File: src/mode_ctrl_defs.svh
// constants for the chip mode and low-power controller
`ifndef MODE_CTRL_DEFS_SVH
`define MODE_CTRL_DEFS_SVH
`define MODE_SEL_W        2
`define MODE_SEL_SINGLE   2'h0
`define MODE_SEL_EXPANDED 2'h1
`define MODE_SEL_DFBOOT   2'h2
`define LP_REQ_NONE       2'h0
`define LP_REQ_STOP       2'h1
`define LP_REQ_PSTOP      2'h2
`define LP_REQ_DOZE       2'h3
`define SETTLE_TIME_NS    100
`define CLK_PERIOD_NS     20
`define SETTLE_CYCLES     ((`SETTLE_TIME_NS + `CLK_PERIOD_NS - 1) \
                           / `CLK_PERIOD_NS)
`endif

File: src/mode_ctrl_pkg.sv
// types for the chip mode and low-power controller
package mode_ctrl_pkg;
   typedef enum logic [5:0] {
      MODE_NORM_SINGLE = 6'h01,
      MODE_NORM_EXP    = 6'h02,
      MODE_SEC_SINGLE  = 6'h04,
      MODE_SEC_EXP     = 6'h08,
      MODE_NORM_DFBOOT = 6'h10,
      MODE_SEC_DFBOOT  = 6'h20
   } chip_mode_t;
   typedef enum logic [2:0] {
      BOOT_PFLASH = 3'h1,
      BOOT_DFLASH = 3'h2,
      BOOT_EXTBUS = 3'h4
   } boot_src_t;
   typedef struct packed {
      boot_src_t boot_src;
      logic      debug_en;
      logic      ext_bus_en;
      logic      flash_access_en;
      logic      lockout_recovery_en;
      logic      pins_to_ext_bus;
      logic      pins_gpio_input;
   } mode_cfg_t;
   typedef struct packed {
      logic core_clk_en;
      logic bus_clk_en;
      logic periph_clk_en;
      logic osc_en;
      logic watchdog_clk_en;
      logic wakeup_timer_clk_en;
   } clk_gate_t;
endpackage

File: src/sync2.sv
// two flip-flop level synchroniser
`timescale 1ns/1ps
`default_nettype none
module sync2 #(
   parameter int W = 1
) (
   // clock and reset
   input  wire logic         clock_in,
   input  wire logic         rst_b_in,
   // data
   input  wire logic [W-1:0] d_in,
   output logic      [W-1:0] q_out
);
   logic [W-1:0] meta_r;
   logic [W-1:0] meta_nxt;
   logic [W-1:0] q_r;
   logic [W-1:0] q_nxt;
   // next values: first stage feeds only the second
   always_comb begin
      meta_nxt = d_in;
      q_nxt    = meta_r;
   end
   // register both stages
   always_ff @(posedge clock_in or negedge rst_b_in) begin
      if (!rst_b_in) begin
         meta_r <= '0;
         q_r    <= '0;
      end else begin
         meta_r <= meta_nxt;
         q_r    <= q_nxt;
      end
   end
   assign q_out = q_r;
endmodule
`default_nettype wire

File: src/mode_decode.sv
// decode of the latched chip mode into configuration
`timescale 1ns/1ps
`default_nettype none
module mode_decode (
   // mode
   input  wire mode_ctrl_pkg::chip_mode_t mode_in,
   // configuration
   output mode_ctrl_pkg::mode_cfg_t       cfg_out
);
   import mode_ctrl_pkg::*;
   // mode to feature table
   always_comb begin
      cfg_out = '0;
      cfg_out.boot_src = BOOT_PFLASH;
      unique case (mode_in)
         MODE_NORM_SINGLE: begin
            cfg_out.boot_src = BOOT_PFLASH;
            cfg_out.debug_en = 1'b1;
            cfg_out.ext_bus_en = 1'b1;
            cfg_out.flash_access_en = 1'b1;
         end
         MODE_NORM_EXP: begin
            cfg_out.boot_src = BOOT_EXTBUS;
            cfg_out.debug_en = 1'b1;
            cfg_out.ext_bus_en = 1'b1;
            cfg_out.flash_access_en = 1'b1;
            cfg_out.pins_to_ext_bus = 1'b1;
         end
         MODE_SEC_SINGLE: begin
            cfg_out.boot_src = BOOT_PFLASH;
            cfg_out.debug_en = 1'b0;
            cfg_out.ext_bus_en = 1'b0;
            cfg_out.flash_access_en = 1'b1;
            cfg_out.lockout_recovery_en = 1'b1;
         end
         MODE_SEC_EXP: begin
            cfg_out.boot_src = BOOT_EXTBUS;
            cfg_out.debug_en = 1'b1;
            cfg_out.ext_bus_en = 1'b1;
            cfg_out.flash_access_en = 1'b0;
            cfg_out.pins_to_ext_bus = 1'b1;
         end
         MODE_NORM_DFBOOT: begin
            cfg_out.boot_src = BOOT_DFLASH;
            cfg_out.debug_en = 1'b1;
            cfg_out.ext_bus_en = 1'b1;
            cfg_out.flash_access_en = 1'b1;
         end
         MODE_SEC_DFBOOT: begin
            cfg_out.boot_src = BOOT_DFLASH;
            cfg_out.debug_en = 1'b0;
            cfg_out.ext_bus_en = 1'b0;
            cfg_out.flash_access_en = 1'b1;
            cfg_out.lockout_recovery_en = 1'b1;
         end
         default: begin
            cfg_out.boot_src = BOOT_PFLASH;
         end
      endcase
      // every non-expanded mode leaves pins as plain inputs
      cfg_out.pins_gpio_input = ~cfg_out.pins_to_ext_bus;
   end
endmodule
`default_nettype wire

File: src/chip_mode_and_low_power_control.sv
// chip mode selection and low-power sequencing
// Operation
// - Six modes are picked after reset release from mode pins and flash security.
// - Debug is off in secured single-chip and data-flash boot, else on.
// - Each mode pair boots from program flash, data flash or external bus.
// - Secured single-chip and data-flash boot have no external bus.
// - Debug lockout recovery is offered in those two secured modes.
// - Normal expanded mode keeps both flashes reachable.
// - Secured expanded mode blocks both flashes but keeps debug.
// - Stop mode gates every clock of the controller.
// - On stop all modules acknowledge first and only then do clocks stop.
// - Pseudo-stop keeps the oscillator while gating most clocks.
// - In pseudo-stop watchdog and wake-up timer run only when enabled.
// - Doze keeps the bus clock and broadcasts one doze request.
// - Outside the expanded modes all pins reset to general inputs.
// - In expanded modes some pins belong to the external bus controller.
`include "mode_ctrl_defs.svh"
`timescale 1ns/1ps
`default_nettype none
module chip_mode_and_low_power_control #(
   parameter int NUM_MODULES = 8
) (
   // clock and reset
   input  wire logic                      clock_in,
   input  wire logic                      rst_b_in,
   // mode selection pins and flash security state
   input  wire logic [`MODE_SEL_W-1:0]    mode_sel_in,
   input  wire logic                      flash_secure_in,
   // low-power request from the core, same clock
   input  wire logic [1:0]                lp_req_in,
   input  wire logic                      wake_in,
   input  wire logic                      watchdog_en_in,
   input  wire logic                      wakeup_timer_en_in,
   // handshake with modules
   input  wire logic [NUM_MODULES-1:0]    stop_ack_in,
   output logic                           stop_req_out,
   output logic                           doze_req_out,
   // chip configuration
   output mode_ctrl_pkg::chip_mode_t      mode_out,
   output mode_ctrl_pkg::mode_cfg_t       cfg_out,
   // clock gating to the clock generator
   output mode_ctrl_pkg::clk_gate_t       clk_gate_out,
   output logic                           lp_active_out
);
   import mode_ctrl_pkg::*;

   typedef enum logic [5:0] {
      ST_RUN      = 6'h01,
      ST_STOP_REQ = 6'h02,
      ST_STOPPED  = 6'h04,
      ST_PSTOP    = 6'h08,
      ST_DOZE     = 6'h10,
      ST_WAKE     = 6'h20
   } lp_state_t;

   localparam logic [3:0] SETTLE_CNT = 4'(`SETTLE_CYCLES);

   logic [`MODE_SEL_W-1:0] mode_sel_s;
   logic                   secure_s;
   logic                   latch_done_r;
   logic                   latch_done_nxt;
   chip_mode_t             mode_r;
   chip_mode_t             mode_nxt;
   lp_state_t              state_r;
   lp_state_t              state_nxt;
   logic [3:0]             cnt_r;
   logic [3:0]             cnt_nxt;
   clk_gate_t              gate_r;
   clk_gate_t              gate_nxt;
   logic                   all_ack;
   mode_cfg_t              dec_cfg;
   mode_cfg_t              cfg_r;
   mode_cfg_t              cfg_nxt;
   logic                   lp_active_r;
   logic                   lp_active_nxt;

   // external mode pins and security pass two flip-flops
   sync2 #(
      .W (`MODE_SEL_W + 1)
   ) u_sync (
      .clock_in (clock_in),
      .rst_b_in (rst_b_in),
      .d_in     ({mode_sel_in, flash_secure_in}),
      .q_out    ({mode_sel_s, secure_s})
   );

   // lookup on the value being latched, so the decode registers with it
   mode_decode u_dec (
      .mode_in (mode_nxt),
      .cfg_out (dec_cfg)
   );

   // configuration follows the decode of the next mode
   always_comb begin
      cfg_nxt = dec_cfg;
   end

   // mode capture once the synchronised pins are valid after release
   always_comb begin
      mode_nxt       = mode_r;
      latch_done_nxt = latch_done_r;
      cnt_nxt        = cnt_r;
      if (!latch_done_r) begin
         if (cnt_r != SETTLE_CNT) begin
            cnt_nxt = cnt_r + 4'h1;
         end else begin
            latch_done_nxt = 1'b1;
            unique case (mode_sel_s)
               `MODE_SEL_EXPANDED: begin
                  mode_nxt = secure_s ? MODE_SEC_EXP : MODE_NORM_EXP;
               end
               `MODE_SEL_DFBOOT: begin
                  mode_nxt = secure_s ? MODE_SEC_DFBOOT : MODE_NORM_DFBOOT;
               end
               default: begin
                  mode_nxt = secure_s ? MODE_SEC_SINGLE : MODE_NORM_SINGLE;
               end
            endcase
         end
      end
   end

   // register the captured mode
   always_ff @(posedge clock_in or negedge rst_b_in) begin
      if (!rst_b_in) begin
         mode_r       <= MODE_NORM_SINGLE;
         latch_done_r <= 1'b0;
         cnt_r        <= 4'h0;
         // same as the decode of the reset mode
         cfg_r        <= '{boot_src: BOOT_PFLASH, debug_en: 1'b1,
                           ext_bus_en: 1'b1, flash_access_en: 1'b1,
                           lockout_recovery_en: 1'b0,
                           pins_to_ext_bus: 1'b0, pins_gpio_input: 1'b1};
      end else begin
         mode_r       <= mode_nxt;
         cfg_r        <= cfg_nxt;
         latch_done_r <= latch_done_nxt;
         cnt_r        <= cnt_nxt;
      end
   end

   assign all_ack = &stop_ack_in;

   // low-power sequencer next state and clock gates
   always_comb begin
      state_nxt = state_r;
      gate_nxt  = '{core_clk_en: 1'b1, bus_clk_en: 1'b1,
                    periph_clk_en: 1'b1, osc_en: 1'b1,
                    watchdog_clk_en: 1'b1, wakeup_timer_clk_en: 1'b1};
      unique case (state_r)
         ST_RUN: begin
            if (latch_done_r) begin
               unique case (lp_req_in)
                  `LP_REQ_STOP:  state_nxt = ST_STOP_REQ;
                  `LP_REQ_PSTOP: state_nxt = ST_STOP_REQ;
                  `LP_REQ_DOZE:  state_nxt = ST_DOZE;
                  default:       state_nxt = ST_RUN;
               endcase
            end
         end
         ST_STOP_REQ: begin
            // clocks stay on until every module has acknowledged
            if (all_ack) begin
               state_nxt = (lp_req_in == `LP_REQ_PSTOP) ? ST_PSTOP
                                                        : ST_STOPPED;
            end else if (wake_in) begin
               state_nxt = ST_WAKE;
            end
         end
         ST_STOPPED: begin
            gate_nxt = '0;
            if (wake_in) begin
               state_nxt = ST_WAKE;
            end
         end
         ST_PSTOP: begin
            gate_nxt = '0;
            gate_nxt.osc_en = 1'b1;
            gate_nxt.watchdog_clk_en = watchdog_en_in;
            gate_nxt.wakeup_timer_clk_en = wakeup_timer_en_in;
            if (wake_in) begin
               state_nxt = ST_WAKE;
            end
         end
         ST_DOZE: begin
            // bus clock kept; peripherals choose for themselves
            if (wake_in || lp_req_in != `LP_REQ_DOZE) begin
               state_nxt = ST_WAKE;
            end
         end
         ST_WAKE: begin
            // wait for the request to drop before a new entry
            if (lp_req_in == `LP_REQ_NONE) begin
               state_nxt = ST_RUN;
            end
         end
         default: begin
            state_nxt = ST_RUN;
         end
      endcase
      if (state_nxt == ST_STOPPED || state_nxt == ST_PSTOP) begin
         gate_nxt = '0;
         gate_nxt.osc_en = (state_nxt == ST_PSTOP);
         gate_nxt.watchdog_clk_en = (state_nxt == ST_PSTOP) && watchdog_en_in;
         gate_nxt.wakeup_timer_clk_en = (state_nxt == ST_PSTOP)
                                        && wakeup_timer_en_in;
      end
      // busy flag registered from the state being entered
      lp_active_nxt = (state_nxt != ST_RUN);
   end

   // register sequencer state and gates
   always_ff @(posedge clock_in or negedge rst_b_in) begin
      if (!rst_b_in) begin
         state_r     <= ST_RUN;
         gate_r      <= '1;
         lp_active_r <= 1'b0;
      end else begin
         state_r     <= state_nxt;
         gate_r      <= gate_nxt;
         lp_active_r <= lp_active_nxt;
      end
   end

   // outputs
   assign stop_req_out  = (state_r == ST_STOP_REQ) || (state_r == ST_STOPPED)
                          || (state_r == ST_PSTOP);
   assign doze_req_out  = (state_r == ST_DOZE);
   assign mode_out      = mode_r;
   assign cfg_out       = cfg_r;
   assign clk_gate_out  = gate_r;
   assign lp_active_out = lp_active_r;
endmodule
`default_nettype wire

File: config.mk
export PLATFORM = sky130hd
export DESIGN_NAME = chip_mode_and_low_power_control
export DESIGN_NICKNAME = d
export VERILOG_FILES = /design/src/mode_ctrl_pkg.sv /design/src/sync2.sv /design/src/mode_decode.sv /design/src/chip_mode_and_low_power_control.sv
export VERILOG_INCLUDE_DIRS = /design/src
export SDC_FILE = /design/constraint.sdc
export NUM_CORES = 1
export LEC_CHECK = 0
export BUFFER_PORTS_ARGS = -buffer_cell sky130_fd_sc_hd__buf_2
export CAP_MARGIN = 20
export CORE_MARGIN = 3
export CORE_UTILIZATION = 52
export CTS_BUF_LIST = sky130_fd_sc_hd__clkbuf_8
export CTS_CLUSTER_SIZE = 12
export DETAILED_ROUTE_END_ITERATION = 8
export HOLD_SLACK_MARGIN = 0.08
export PLACE_DENSITY = 0.78
export SLEW_MARGIN = 20
export SYNTH_ARGS = -nofsm -noshare
export SYNTH_HDL_FRONTEND = slang
export SYNTH_SLANG_ARGS = --single-unit
export TNS_END_PERCENT = 20
File: constraint.sdc
create_clock -name clock_in -period 1.94 [get_ports clock_in]
set_input_delay 0.097 -clock clock_in [delete_from_list [all_inputs] [get_ports clock_in]]
set_output_delay 0.097 -clock clock_in [all_outputs]
set_load 0.01 [all_outputs]
-- Word level (Yosys, flattened, before mapping)
Cells that the tools add are included.
- input port bits: 18
- logic and storage cells: 82
- output and inout port bits: 24
- register bits after elaboration: 39
- add/sub/neg operators: 1
- bitwise gates (word level): 2
- mux-type cells: 22
- equal/unequal tests: 22
- reduce and logical (&&, ||, !) cells: 15
- operator list (kind ; number):
    6-bit two-way mux ; 9
    6-bit one-hot mux with 5 select lines ; 1
    6-bit one-hot mux with 2 select lines ; 2
    6-bit by 3-bit == test with 1-bit output (second input constant) ; 3
    6-bit by 4-bit == test with 1-bit output (second input constant) ; 3
    6-bit by 1-bit == test with 1-bit output (second input constant) ; 2
    6-bit by 2-bit == test with 1-bit output (second input constant) ; 2
    6-bit by 5-bit == test with 1-bit output (second input constant) ; 2
    6-bit == test (second input constant) ; 2
    5-bit one-hot mux with 2 select lines ; 1
    2-bit OR reduction ; 5
    3-bit one-hot mux with 3 select lines ; 1
    4-bit two-way mux ; 2
    8-bit AND reduction ; 1
    2-bit == test (second input constant) ; 3
    6-bit by 1-bit inequality test with 1-bit output (second input constant) ; 1
    3-bit one-hot mux with 2 select lines ; 1
    4-bit by 1-bit adder with 4-bit output (second input constant) ; 1
    2-bit by 1-bit == test with 1-bit output (second input constant) ; 2
    1-bit logical OR ; 4
    1-bit two-way mux ; 4
    4-bit by 3-bit inequality test with 1-bit output (second input constant) ; 1
    3-bit two-way mux ; 1
    3-bit OR reduction ; 1
    5 further kinds ; 7

-- Longest topological paths before layout
Gate-level depths: netlist (run 1).
- word-level depth: 8
- mapped depth: 7
- depth with buffers taken out: 6

-- Cells and area by module
Synthesis (run 1) repeated with hierarchy kept, for this count alone.
- cell total of the unflattened synthesis: 170
- area total of the unflattened synthesis: 1846.8 µm²
- modules (own cells, without submodules) (module ; area an instance (µm²) ; times used ; sequential area each (µm²) ; cells each):
    chip_mode_and_low_power_control ; 1482.7 ; 1 ; 789.5 ; 133
    mode_decode ; 214.0 ; 1 ; 0.0 ; 31
    sync2 ; 150.1 ; 1 ; 150.1 ; 6

-- Worst setup path before layout (run 1)
Ideal clock, no wire load.
- path kind: register to register
- from: reg state_r[2]
- to: reg gate_r (netlist bit clk_gate_out[0])
- slack: 282 ps
- data required time: 1863 ps
- setup time: 77 ps
- stages on the path, launching flop included: 5
- path buffers: 0
- data arrival time: 1581 ps
- period minus slack after synthesis: 1658 ps
- path through: dfrtp_1 -> or4_4 -> nor4_4 -> a21oi_2 -> o21a_1
- RTL lines (element ; line ; text):
    start: declaration ; chip_mode_and_low_power_control.sv:64 ; lp_state_t state_r;
    start signal: assignment ; chip_mode_and_low_power_control.sv:219 ; state_r <= state_nxt;
    end signal: assignment ; chip_mode_and_low_power_control.sv:220 ; gate_r <= gate_nxt;
    end: declaration ; chip_mode_and_low_power_control.sv:68 ; clk_gate_t gate_r;

==> impl_metrics.ini, run 1 <==
[outcome]
outcome = finished clean

[synth]
ys_top_cells_by_count = dfrtp_1 (26), nand2_1 (15), inv_1 (13)
yosys.area.top_type = dfrtp_1
yosys_register_bits = 36
yosysMostFrequentCell = dfrtp_1
synth-seq-area-share_pct = 52.52
ys_top_cells_by_area = dfrtp_1 (37%), dfstp_2 (15%), ha_1 (5.8%)
synth_cell_types = 43
synthesis.nets = 186
yosys.area.top_type_share_pct = 37.41
synth_edf_count = 0
synth.avg_cell_area_um2 = 10.87
synth_ff_type = dfrtp_1
yosysWarnings = 0
netlist_area_um2 = 1739
async_flop_share_pct = 100.0
syn_inst = 160

[timing]
fmax_mhz = 558.3
setup-violations-final = 0
clock_skew_ns = 0.005583
maxSlewViolCount = 0
rsz0062_at_grt = false
setup_ws_ns = 0.1490
layout_min_cycle_time_ns = 1.791
worstMarginPinSlew_ns = 0.7387
max-slew-margin-rel_pct = 50.75
final.setup.tns_ns = 0
min_period_over_period_pct = 92.32
hold_viol = 0

[cells_and_area]
fill_cells = 239
diodes = 0
multi_input_area_um2 = 739.5
fin_area_um2 = 2163
area_growth_syn_to_layout_pct = 24.39
seqCellArea_um2 = 913.4
drive_gt1_share_pct = 32.86
layout.nets = 235

[cts]
cts_tree = built
cts-resized-gates = 0
clk_latency_ns = 0.28
cts.clk_slew.worst_paths_ns = 0.07
ctsHtreeMaxLevel = 2
cts_buffers = 5
cts_buffer_depth = 2
holdBufCountCts = 6
postCtsSetupRepairBufs = 0
clock-sinks = 36
root_buffer = clkbuf_8

[floorplan]
core.rowCount = 20
core_area_um2 = 3128
start_util_pct = 55.60
io_pins = 42
dieWidth_um = 63.83
fp.dieArea_um2 = 4074
die_y_um = 63.83

[global_routing]
overflow = 0
grt.total_usage_pct = 18.86
grt_pass1_vias = 1307
grt_max_degree = 37
grt_pass1_wl_mm = 5.899
antenna_found_initial = 0

[route]
drt-vias-per-instance = 5.370
ant_nets = 0
drtIter0Drc = 51
wl_mm = 3.359
routedWlPerCell_um = 13.22
drc_errors = 0
num_vias = 1364
drt-pass1-iter-count = 4

[critical_path]
critPathMaxFanout = 7
path_class = register to register
cp_slowest_stage_delay_ns = 0.57
cp_top_family = simple AND/OR/NAND/NOR gates
cp_num_cells = 4
ff2ff_path_depth = 4
critPathLaunchType = register
cp_num_buf_inv = 0
critical_path.cell_chain = or4_4, nor4_4, a22oi_2, o21a_1
required_ns = 2.16
cp.arrival_ns = 2.01
cp_slowest_cell = or4_4
endpoint_kind = register

[placement]
dp_hpwl_mm = 2.493
place_ws_ns = 0.1740
dpl_cell_area_um2 = 1977
gp_congestion = 0.8456
portBuffers = 41

[power_and_ir_drop]
p_leak_nw = 1.031
power_density_nw_per_um2 = 957.2
power.clock.fraction_pct = 33.9
power_frac_comb_pct = 21.8
internal_power_mw = 1.502
switching_share_pct = 27.46
p_seq_share_pct = 44.3
irDropWorstVdd_uv = 748.9
p_switching_uw = 568.7

[worst_hold_path]
hold_path_class = primary input to register
hold_depth = 3

[flow_run]
drv_cap = 0
worst register-to-register path, delay by kind of cell (launching register included):
family	cells	cell delay, ns
simple gates	2	1.01
flops	1	0.45
compound gates	2	0.27
power groups by stage:
stage	Sequential, mW	Combinational, mW	Clock [mW]
after floorplan	0.929	0.284	0
after global placement	0.924	0.433	0
after detailed placement	0.930	0.445	0
after CTS	0.916	0.455	0.719
after global routing	0.930	0.500	0.756
final	0.917	0.452	0.702
sequential cells by signal, indices dropped and copies added, names as in the netlist:
signal / count
state_r: 6
cnt_r: 4
lp_active_out: 1
clk_gate_out: 4
u_sync.q_out: 3
u_sync.meta_r: 3
mode_out: 6
cfg_out: 8
latch_done_r: 1
path summary, 6_finish.rpt:
kind	from	to	slack, ns
worst min-delay path	wake_in	state_r[1]	0.13
worst max register to register	state_r[3]	clk_gate_out[0]	0.15
worst max-delay path	state_r[3]	clk_gate_out[0]	0.15
max in group asynchronous	rst_b_in	lp_active_out	1.05
min in group asynchronous	rst_b_in	mode_out[1]	0.41
worst min register to register	u_sync.meta_r[0]	u_sync.q_out[0]	0.35
cell type report:
| type | count | share of cell area (%) |
|---|---|---|
| Tap cell | 44 | 2.545 |
| Multi-Input combinational cell | 104 | 34.18 |
| Clock inverter | 1 | 1.388 |
| Timing Repair Buffer | 49 | 12.96 |
| Clock buffer | 7 | 4.453 |
| Sequential cell | 36 | 42.22 |
| Inverter | 13 | 2.256 |
logic make-up after synthesis:
kind of cell    count (synthesis)  synth area share, %
mux                             2                1.151
compound gates                 34                13.89
flops                          36                52.52
simple gates                   52                17.70
xor+xnor                        8                4.029
buf+inv                        20                4.964
fa+ha+maj                       8                5.756
stage by stage:
stage          hold WS [ns]  utilization [%]  total power [mW]  instances
5_1_grt              0.1520            69.16             2.185        254
4_1_cts              0.1127            69.16             2.091        254
2_1_floorplan       -0.1986                -             1.213        160
3_5_place_dp         0.2077            63.20             1.375        240
6_report             0.1285            69.16             2.071        254
3_3_place_gp         0.1963            63.20             1.357        240
metal layers:
metal  part of all wire [%]  GRT usage, %  up-vias
li1                       -             -      657
met4                    2.5         10.24        0
met3                    5.1         4.042        9
met2                     50         30.71       40
met1                     42         23.25      658
met5                      0             0        -
cells in the final DEF, fill, tap and decap left out, types with 3 or more instances in the layout:
cell type      instances
dlygate4sd3_1          6
dfrtp_1               26
inv_1                 13
dfstp_2               10
clkbuf_8               7
nand4_1                3
nand3_1                5
ha_1                   8
nor4_1                 5
o21a_1                 4
nor2b_1                3
nand2_1               15
o21ai_0                8
o31ai_1                5
nor2_1                 7
xor2_1                 6
buf_2                 41
Note: power is estimated with default switching activity, not from simulation.
==> run 2: changes to the inputs <==
Settings changed: ABC_AREA from default to 1, PLACE_DENSITY 0.78 to 0.77.
==> run 2 against run 1 <==
Effect of this change: sequential power decreased by 2.9%; clock power fell by 26%; final cell count rose by 23%; first-iteration DRC count fell by 31%; die area is 5.1% higher; register-to-register slack better by 0.14 ns; sequential share of layout area shrank 1.2 points; global-route usage fell by 2.2 points; wire length shrank 8.7%; combinational power shrank 5.5%; critical endpoint is now stop_req_out; largest cell class unchanged.
==> impl_metrics.ini, run 2 <==
[cells_and_area]
layout.nets = 293
drive_gt1_share_pct = 28.73
seqCellArea_um2 = 913.4
final_cell_mix = nand2_1 (57), buf_2 (41), inv_1 (36)
largest_register_ff_count = 8
stdcell_count = 312
final_common_cell = nand2_1
finish.utilization_pct = 69.45
diodes = 0
fill_cells = 271
fin_area_um2 = 2225
multi_input_area_um2 = 773.2
area_growth_syn_to_layout_pct = 21.12

[flow_run]
drv_cap = 0

[synth]
synth.avg_cell_area_um2 = 8.504
netlist_area_um2 = 1837
async_flop_share_pct = 100.0
ys_top_cells_by_area = dfrtp_1 (35%), dfstp_2 (14%), nand2_1 (12%)
synth-seq-area-share_pct = 49.73
yosysMostFrequentCell = nand2_1
yosys.area.top_type_share_pct = 35.42
synthesis.nets = 242
yosysWarnings = 0
synth_edf_count = 0
yosys_register_bits = 36
syn_inst = 216
synth_ff_type = dfrtp_1
yosys.area.top_type = dfrtp_1
ys_top_cells_by_count = nand2_1 (57), inv_1 (34), dfrtp_1 (26)
synth_cell_types = 21

[global_routing]
grt.total_usage_pct = 16.68
grt_pass1_vias = 1273
overflow = 0
grt_pass1_wl_mm = 5.319
grt_max_degree = 37
antenna_found_initial = 0

[floorplan]
dieWidth_um = 65.43
core_area_um2 = 3203
start_util_pct = 57.34
die_y_um = 65.43
core.rowCount = 20
io_pins = 42
fp.dieArea_um2 = 4281

[timing]
rsz0062_at_grt = false
hold_viol = 0
min_period_over_period_pct = 86.05
setup_ws_ns = 0.2707
maxSlewViolCount = 0
worstMarginPinSlew_ns = 0.7256
clock_skew_ns = 0.005140
setup-violations-final = 0
holdWs_ns = 0.1914
final.setup.tns_ns = 0
layout_min_cycle_time_ns = 1.669
max-slew-margin-rel_pct = 51.63
fmax_mhz = 599.0

[cts]
cts_buffers = 5
clock-sinks = 36
ctsHtreeMaxLevel = 2
cts-resized-gates = 0
cts_buffer_depth = 2
cts.clk_slew.worst_paths_ns = 0.06
root_buffer = clkbuf_8
postCtsSetupRepairBufs = 0
cts_tree = built
clk_latency_ns = 0.29

[placement]
dpl_cell_area_um2 = 2074
gp_congestion = 0.8906
dp_hpwl_mm = 2.430
placedCellCount = 298
portBuffers = 41
place_ws_ns = 0.2778

[power_and_ir_drop]
finalPower_mw = 1.835
p_seq_share_pct = 48.5
p_switching_uw = 552.3
power.clock.fraction_pct = 28.2
power_density_nw_per_um2 = 824.7
p_leak_nw = 1.205
switching_share_pct = 30.11
internal_power_mw = 1.282
irDropWorstVdd_uv = 755.3
power_frac_comb_pct = 23.3

[critical_path]
required_ns = 1.84
r2r_slack_ns = 0.29
cp_slowest_stage_delay_ns = 0.41
critPathLaunchType = register
cp_num_cells = 6
endpoint_kind = primary output
critical_path.cell_chain = nor2_1, nand4_1, nand2_1, nor2_1, inv_1, buf_2
cp.arrival_ns = 1.57
timing.critical_path.from = state_r[5]
cp_slowest_cell = dfrtp_1
cp_num_buf_inv = 2
r2r_start = cnt_r[1]
critPathMaxFanout = 7
cp_top_family = simple AND/OR/NAND/NOR gates
crit_top_cell = nor2_1
path_class = register to primary output
worst_r2r_endpoint = cfg_out[6]
ff2ff_path_depth = 11

[worst_hold_path]
hold_path_class = primary input to register
hold_depth = 4
hp-start = wake_in
holdPathEnd = state_r[2]

[route]
drt-vias-per-instance = 4.673
ant_nets = 0
routedWlPerCell_um = 9.827
drtIter0Drc = 35
drt-pass1-iter-count = 5
drc_errors = 0
wl_mm = 3.066
num_vias = 1458

[outcome]
outcome = finished clean
[run 2: cell count changes in the layout (fill, tap and decap cells not counted), sizes merged, moves of 7 or more]
cell,before,now
inv,13,36
nand2,15,69
nand3,5,13
nor2,7,29
nor4,7,0
[run 2: kinds of logic after synthesis]
family	share of synthesized area, %
AO/OA/AOI/OAI	2.111
XOR/XNOR	1.431
adder cells (fa/ha/maj)	5.450
buffers and inverters	8.174
flip-flops	49.73
AND/OR/NAND/NOR	33.11
[run 2: routing by layer]
| layer | global-route usage [%] | up-vias | routed length, um |
|---|---|---|---|
| met5 | 0 | - | 0 |
| met1 | 19.69 | 648 | 1359 |
| met2 | 27.18 | 34 | 1449 |
| li1 | - | 768 | - |
| met3 | 4.274 | 8 | 176 |
| met4 | 10.10 | 0 | 80 |
[run 2: worst max path at each step]
stage | end | slack, ns
finish | stop_req_out | 0.27
global route | stop_req_out | 0.09
CTS | stop_req_out | 0.25
detailed placement | cfg_out[6] | 0.28
global placement | cfg_out[6] | 0.33
floorplan | cfg_out[6] | 0.45
[run 2: power groups by stage]
stage	logic, mW	clock network [mW]	registers, mW
final	0.427	0.517	0.890
after floorplan	0.279	0	0.911
after global routing	0.493	0.569	0.899
after global placement	0.412	0	0.902
after CTS	0.431	0.533	0.890
after detailed placement	0.421	0	0.903
[run 2: repair_timing]
item / 4_1_cts / 5_1_grt
endpoints found under the setup margin: 0 / 0
endpoints found under the hold margin: 31 / 0
hold buffers: 6 / 0
[run 2: worst min-delay path, cell delays in order]
cell	delay [ns]
buf_2	0.08
inv_1	0.08
nand3_1	0.09
nand2_1	0.07
[run 2: area by class of cell]
type	instances	area share [%]
Sequential cell	36	41.06
Multi-Input combinational cell	143	34.76
Timing Repair Buffer	47	11.92
Inverter	34	5.737
Clock buffer	6	3.712
Tap cell	44	2.475
Clock inverter	2	0.3375
==> run 3: changes to the inputs <==
Settings changed: CORE_MARGIN 3 to default, RECOVER_POWER from default to 100, SLEW_MARGIN 20 to 30.
==> run 3 against run 2 <==
Effect of this change: core utilization fell by 4.6 points; die area decreased by 12%; clock power grew 3%; highest routed layer unchanged.
==> impl_metrics.ini, run 3 (synthesized netlist as in run 2, its figures left out) <==
[power_and_ir_drop]
irDropWorstVdd_uv = 545.0
power_density_nw_per_um2 = 842.3
switching_share_pct = 30.65
p_switching_uw = 562.7
p_leak_nw = 1.139
p_seq_share_pct = 48.3
power.clock.fraction_pct = 29.0
power_frac_comb_pct = 22.6
internal_power_mw = 1.273

[floorplan]
die_y_um = 61.43
start_util_pct = 54.61
fp.dieArea_um2 = 3774
dieWidth_um = 61.43
core.rowCount = 21
core_area_um2 = 3363
io_pins = 42

[critical_path]
critPathMaxFanout = 8
required_ns = 2.17
path_class = register to register
cp.arrival_ns = 1.97
endpoint_kind = register
critPathLaunchType = register

[cts]
ctsHtreeMaxLevel = 2
clk_latency_ns = 0.28
clock-sinks = 36
cts.clk_slew.worst_paths_ns = 0.07
cts_buffer_depth = 2
cts_tree = built
postCtsSetupRepairBufs = 0
cts_buffers = 5
root_buffer = clkbuf_8

[timing]
fmax_mhz = 574.7
min_period_over_period_pct = 89.70
maxSlewViolCount = 0
layout_min_cycle_time_ns = 1.740
setup-violations-final = 0
worstMarginPinSlew_ns = 0.8225
final.setup.tns_ns = 0
clock_skew_ns = 0.007238
rsz0062_at_grt = false
max-slew-margin-rel_pct = 45.17
hold_viol = 0

[cells_and_area]
fill_cells = 318
largest_register_ff_count = 8
seqCellArea_um2 = 913.4
multi_input_area_um2 = 749.5
final_common_cell = nand2_1
final_cell_mix = nand2_1 (63), inv_1 (34), dfrtp_1 (26)
drive_gt1_share_pct = 17.91
finish.utilization_pct = 64.81
fin_area_um2 = 2180
layout.nets = 293
stdcell_count = 314
area_growth_syn_to_layout_pct = 18.66
diodes = 0

[global_routing]
grt_max_degree = 37
antenna_found_initial = 0
grt_pass1_vias = 1363
grt.total_usage_pct = 20.04
grt_pass1_wl_mm = 5.485
overflow = 0

[placement]
dpl_cell_area_um2 = 2077
portBuffers = 41
gp_congestion = 0.8802
placedCellCount = 300
dp_hpwl_mm = 2.328

[route]
drt-pass1-iter-count = 4
drtIter0Drc = 65
wl_mm = 3.102
drc_errors = 0
num_vias = 1462
routedWlPerCell_um = 9.879
drt-vias-per-instance = 4.656
ant_nets = 0

[flow_run]
drv_cap = 0

[outcome]
outcome = finished clean

[worst_hold_path]
hold_path_class = primary input to register
run 3: what timing repair did:
action / in CTS / in global routing
hold buffers: 6 / 0
hold endpoints to repair: 31 / 0
gates resized for setup: 0 / 0
run 3: metal layers:
metal | GRT usage (%) | vias up | part of all wire (%)
li1 | - | 764 | -
met4 | 7.302 | 0 | 1.3
met5 | 0 | - | 0
met1 | 24.70 | 664 | 45
met3 | 5.252 | 5 | 3.8
met2 | 34.01 | 29 | 50
run 3: path summary, 6_finish.rpt:
| check | endpoint | slack, ns | cells after the start | from |
|---|---|---|---|---|
| setup / recovery | cfg_out[3] | 0.20 | 12 | cnt_r[1] |
| hold / removal | state_r[2] | 0.21 | 4 | wake_in |
| setup reg to reg | cfg_out[3] | 0.20 | 12 | cnt_r[1] |
| hold reg to reg | u_sync.q_out[2] | 0.35 | 0 | u_sync.meta_r[2] |
| max in group asynchronous | u_sync.q_out[2] | 0.98 | 2 | rst_b_in |
| min in group asynchronous | cfg_out[8] | 0.43 | 2 | rst_b_in |
run 3: metrics by stage:
step | setup WS (ns) | total power, mW | hold WS [ns]
global placement | 0.3313 | 1.312 | 0.2020
finish | 0.1999 | 1.836 | 0.2078
global route | 0.03202 | 1.970 | 0.2279
detailed placement | 0.2706 | 1.323 | 0.2066
floorplan | 0.4480 | 1.190 | -0.1986
CTS | 0.2623 | 1.874 | 0.1959
run 3: power groups by stage:
stage,Combinational [mW],Sequential (mW),Clock (mW)
floorplan,0.279,0.911,0
global placement,0.412,0.900,0
detailed placement,0.422,0.901,0
CTS,0.438,0.889,0.546
global route,0.488,0.898,0.584
finish,0.415,0.887,0.533
run 3: cell type report:
type / instances / area share, %
clock buffer: 6 / 3.789
clock inverter: 2 / 0.4592
inverter: 34 / 5.855
multi-input combinational: 143 / 34.39
sequential: 36 / 41.91
tap: 46 / 2.641
timing repair buffer: 47 / 10.96
run 3: critical path, stage by stage, from the launching register on:
cell     delay, ns
dfrtp_1       0.41
inv_1         0.06
ha_1          0.13
nand2_1       0.14
nor2_8        0.17
nand2_4       0.10
nand2_1       0.09
nand2_2       0.10
nor2_4        0.15
nand2_1       0.08
nor2_1        0.11
nor2_1        0.08
nand2_1       0.07
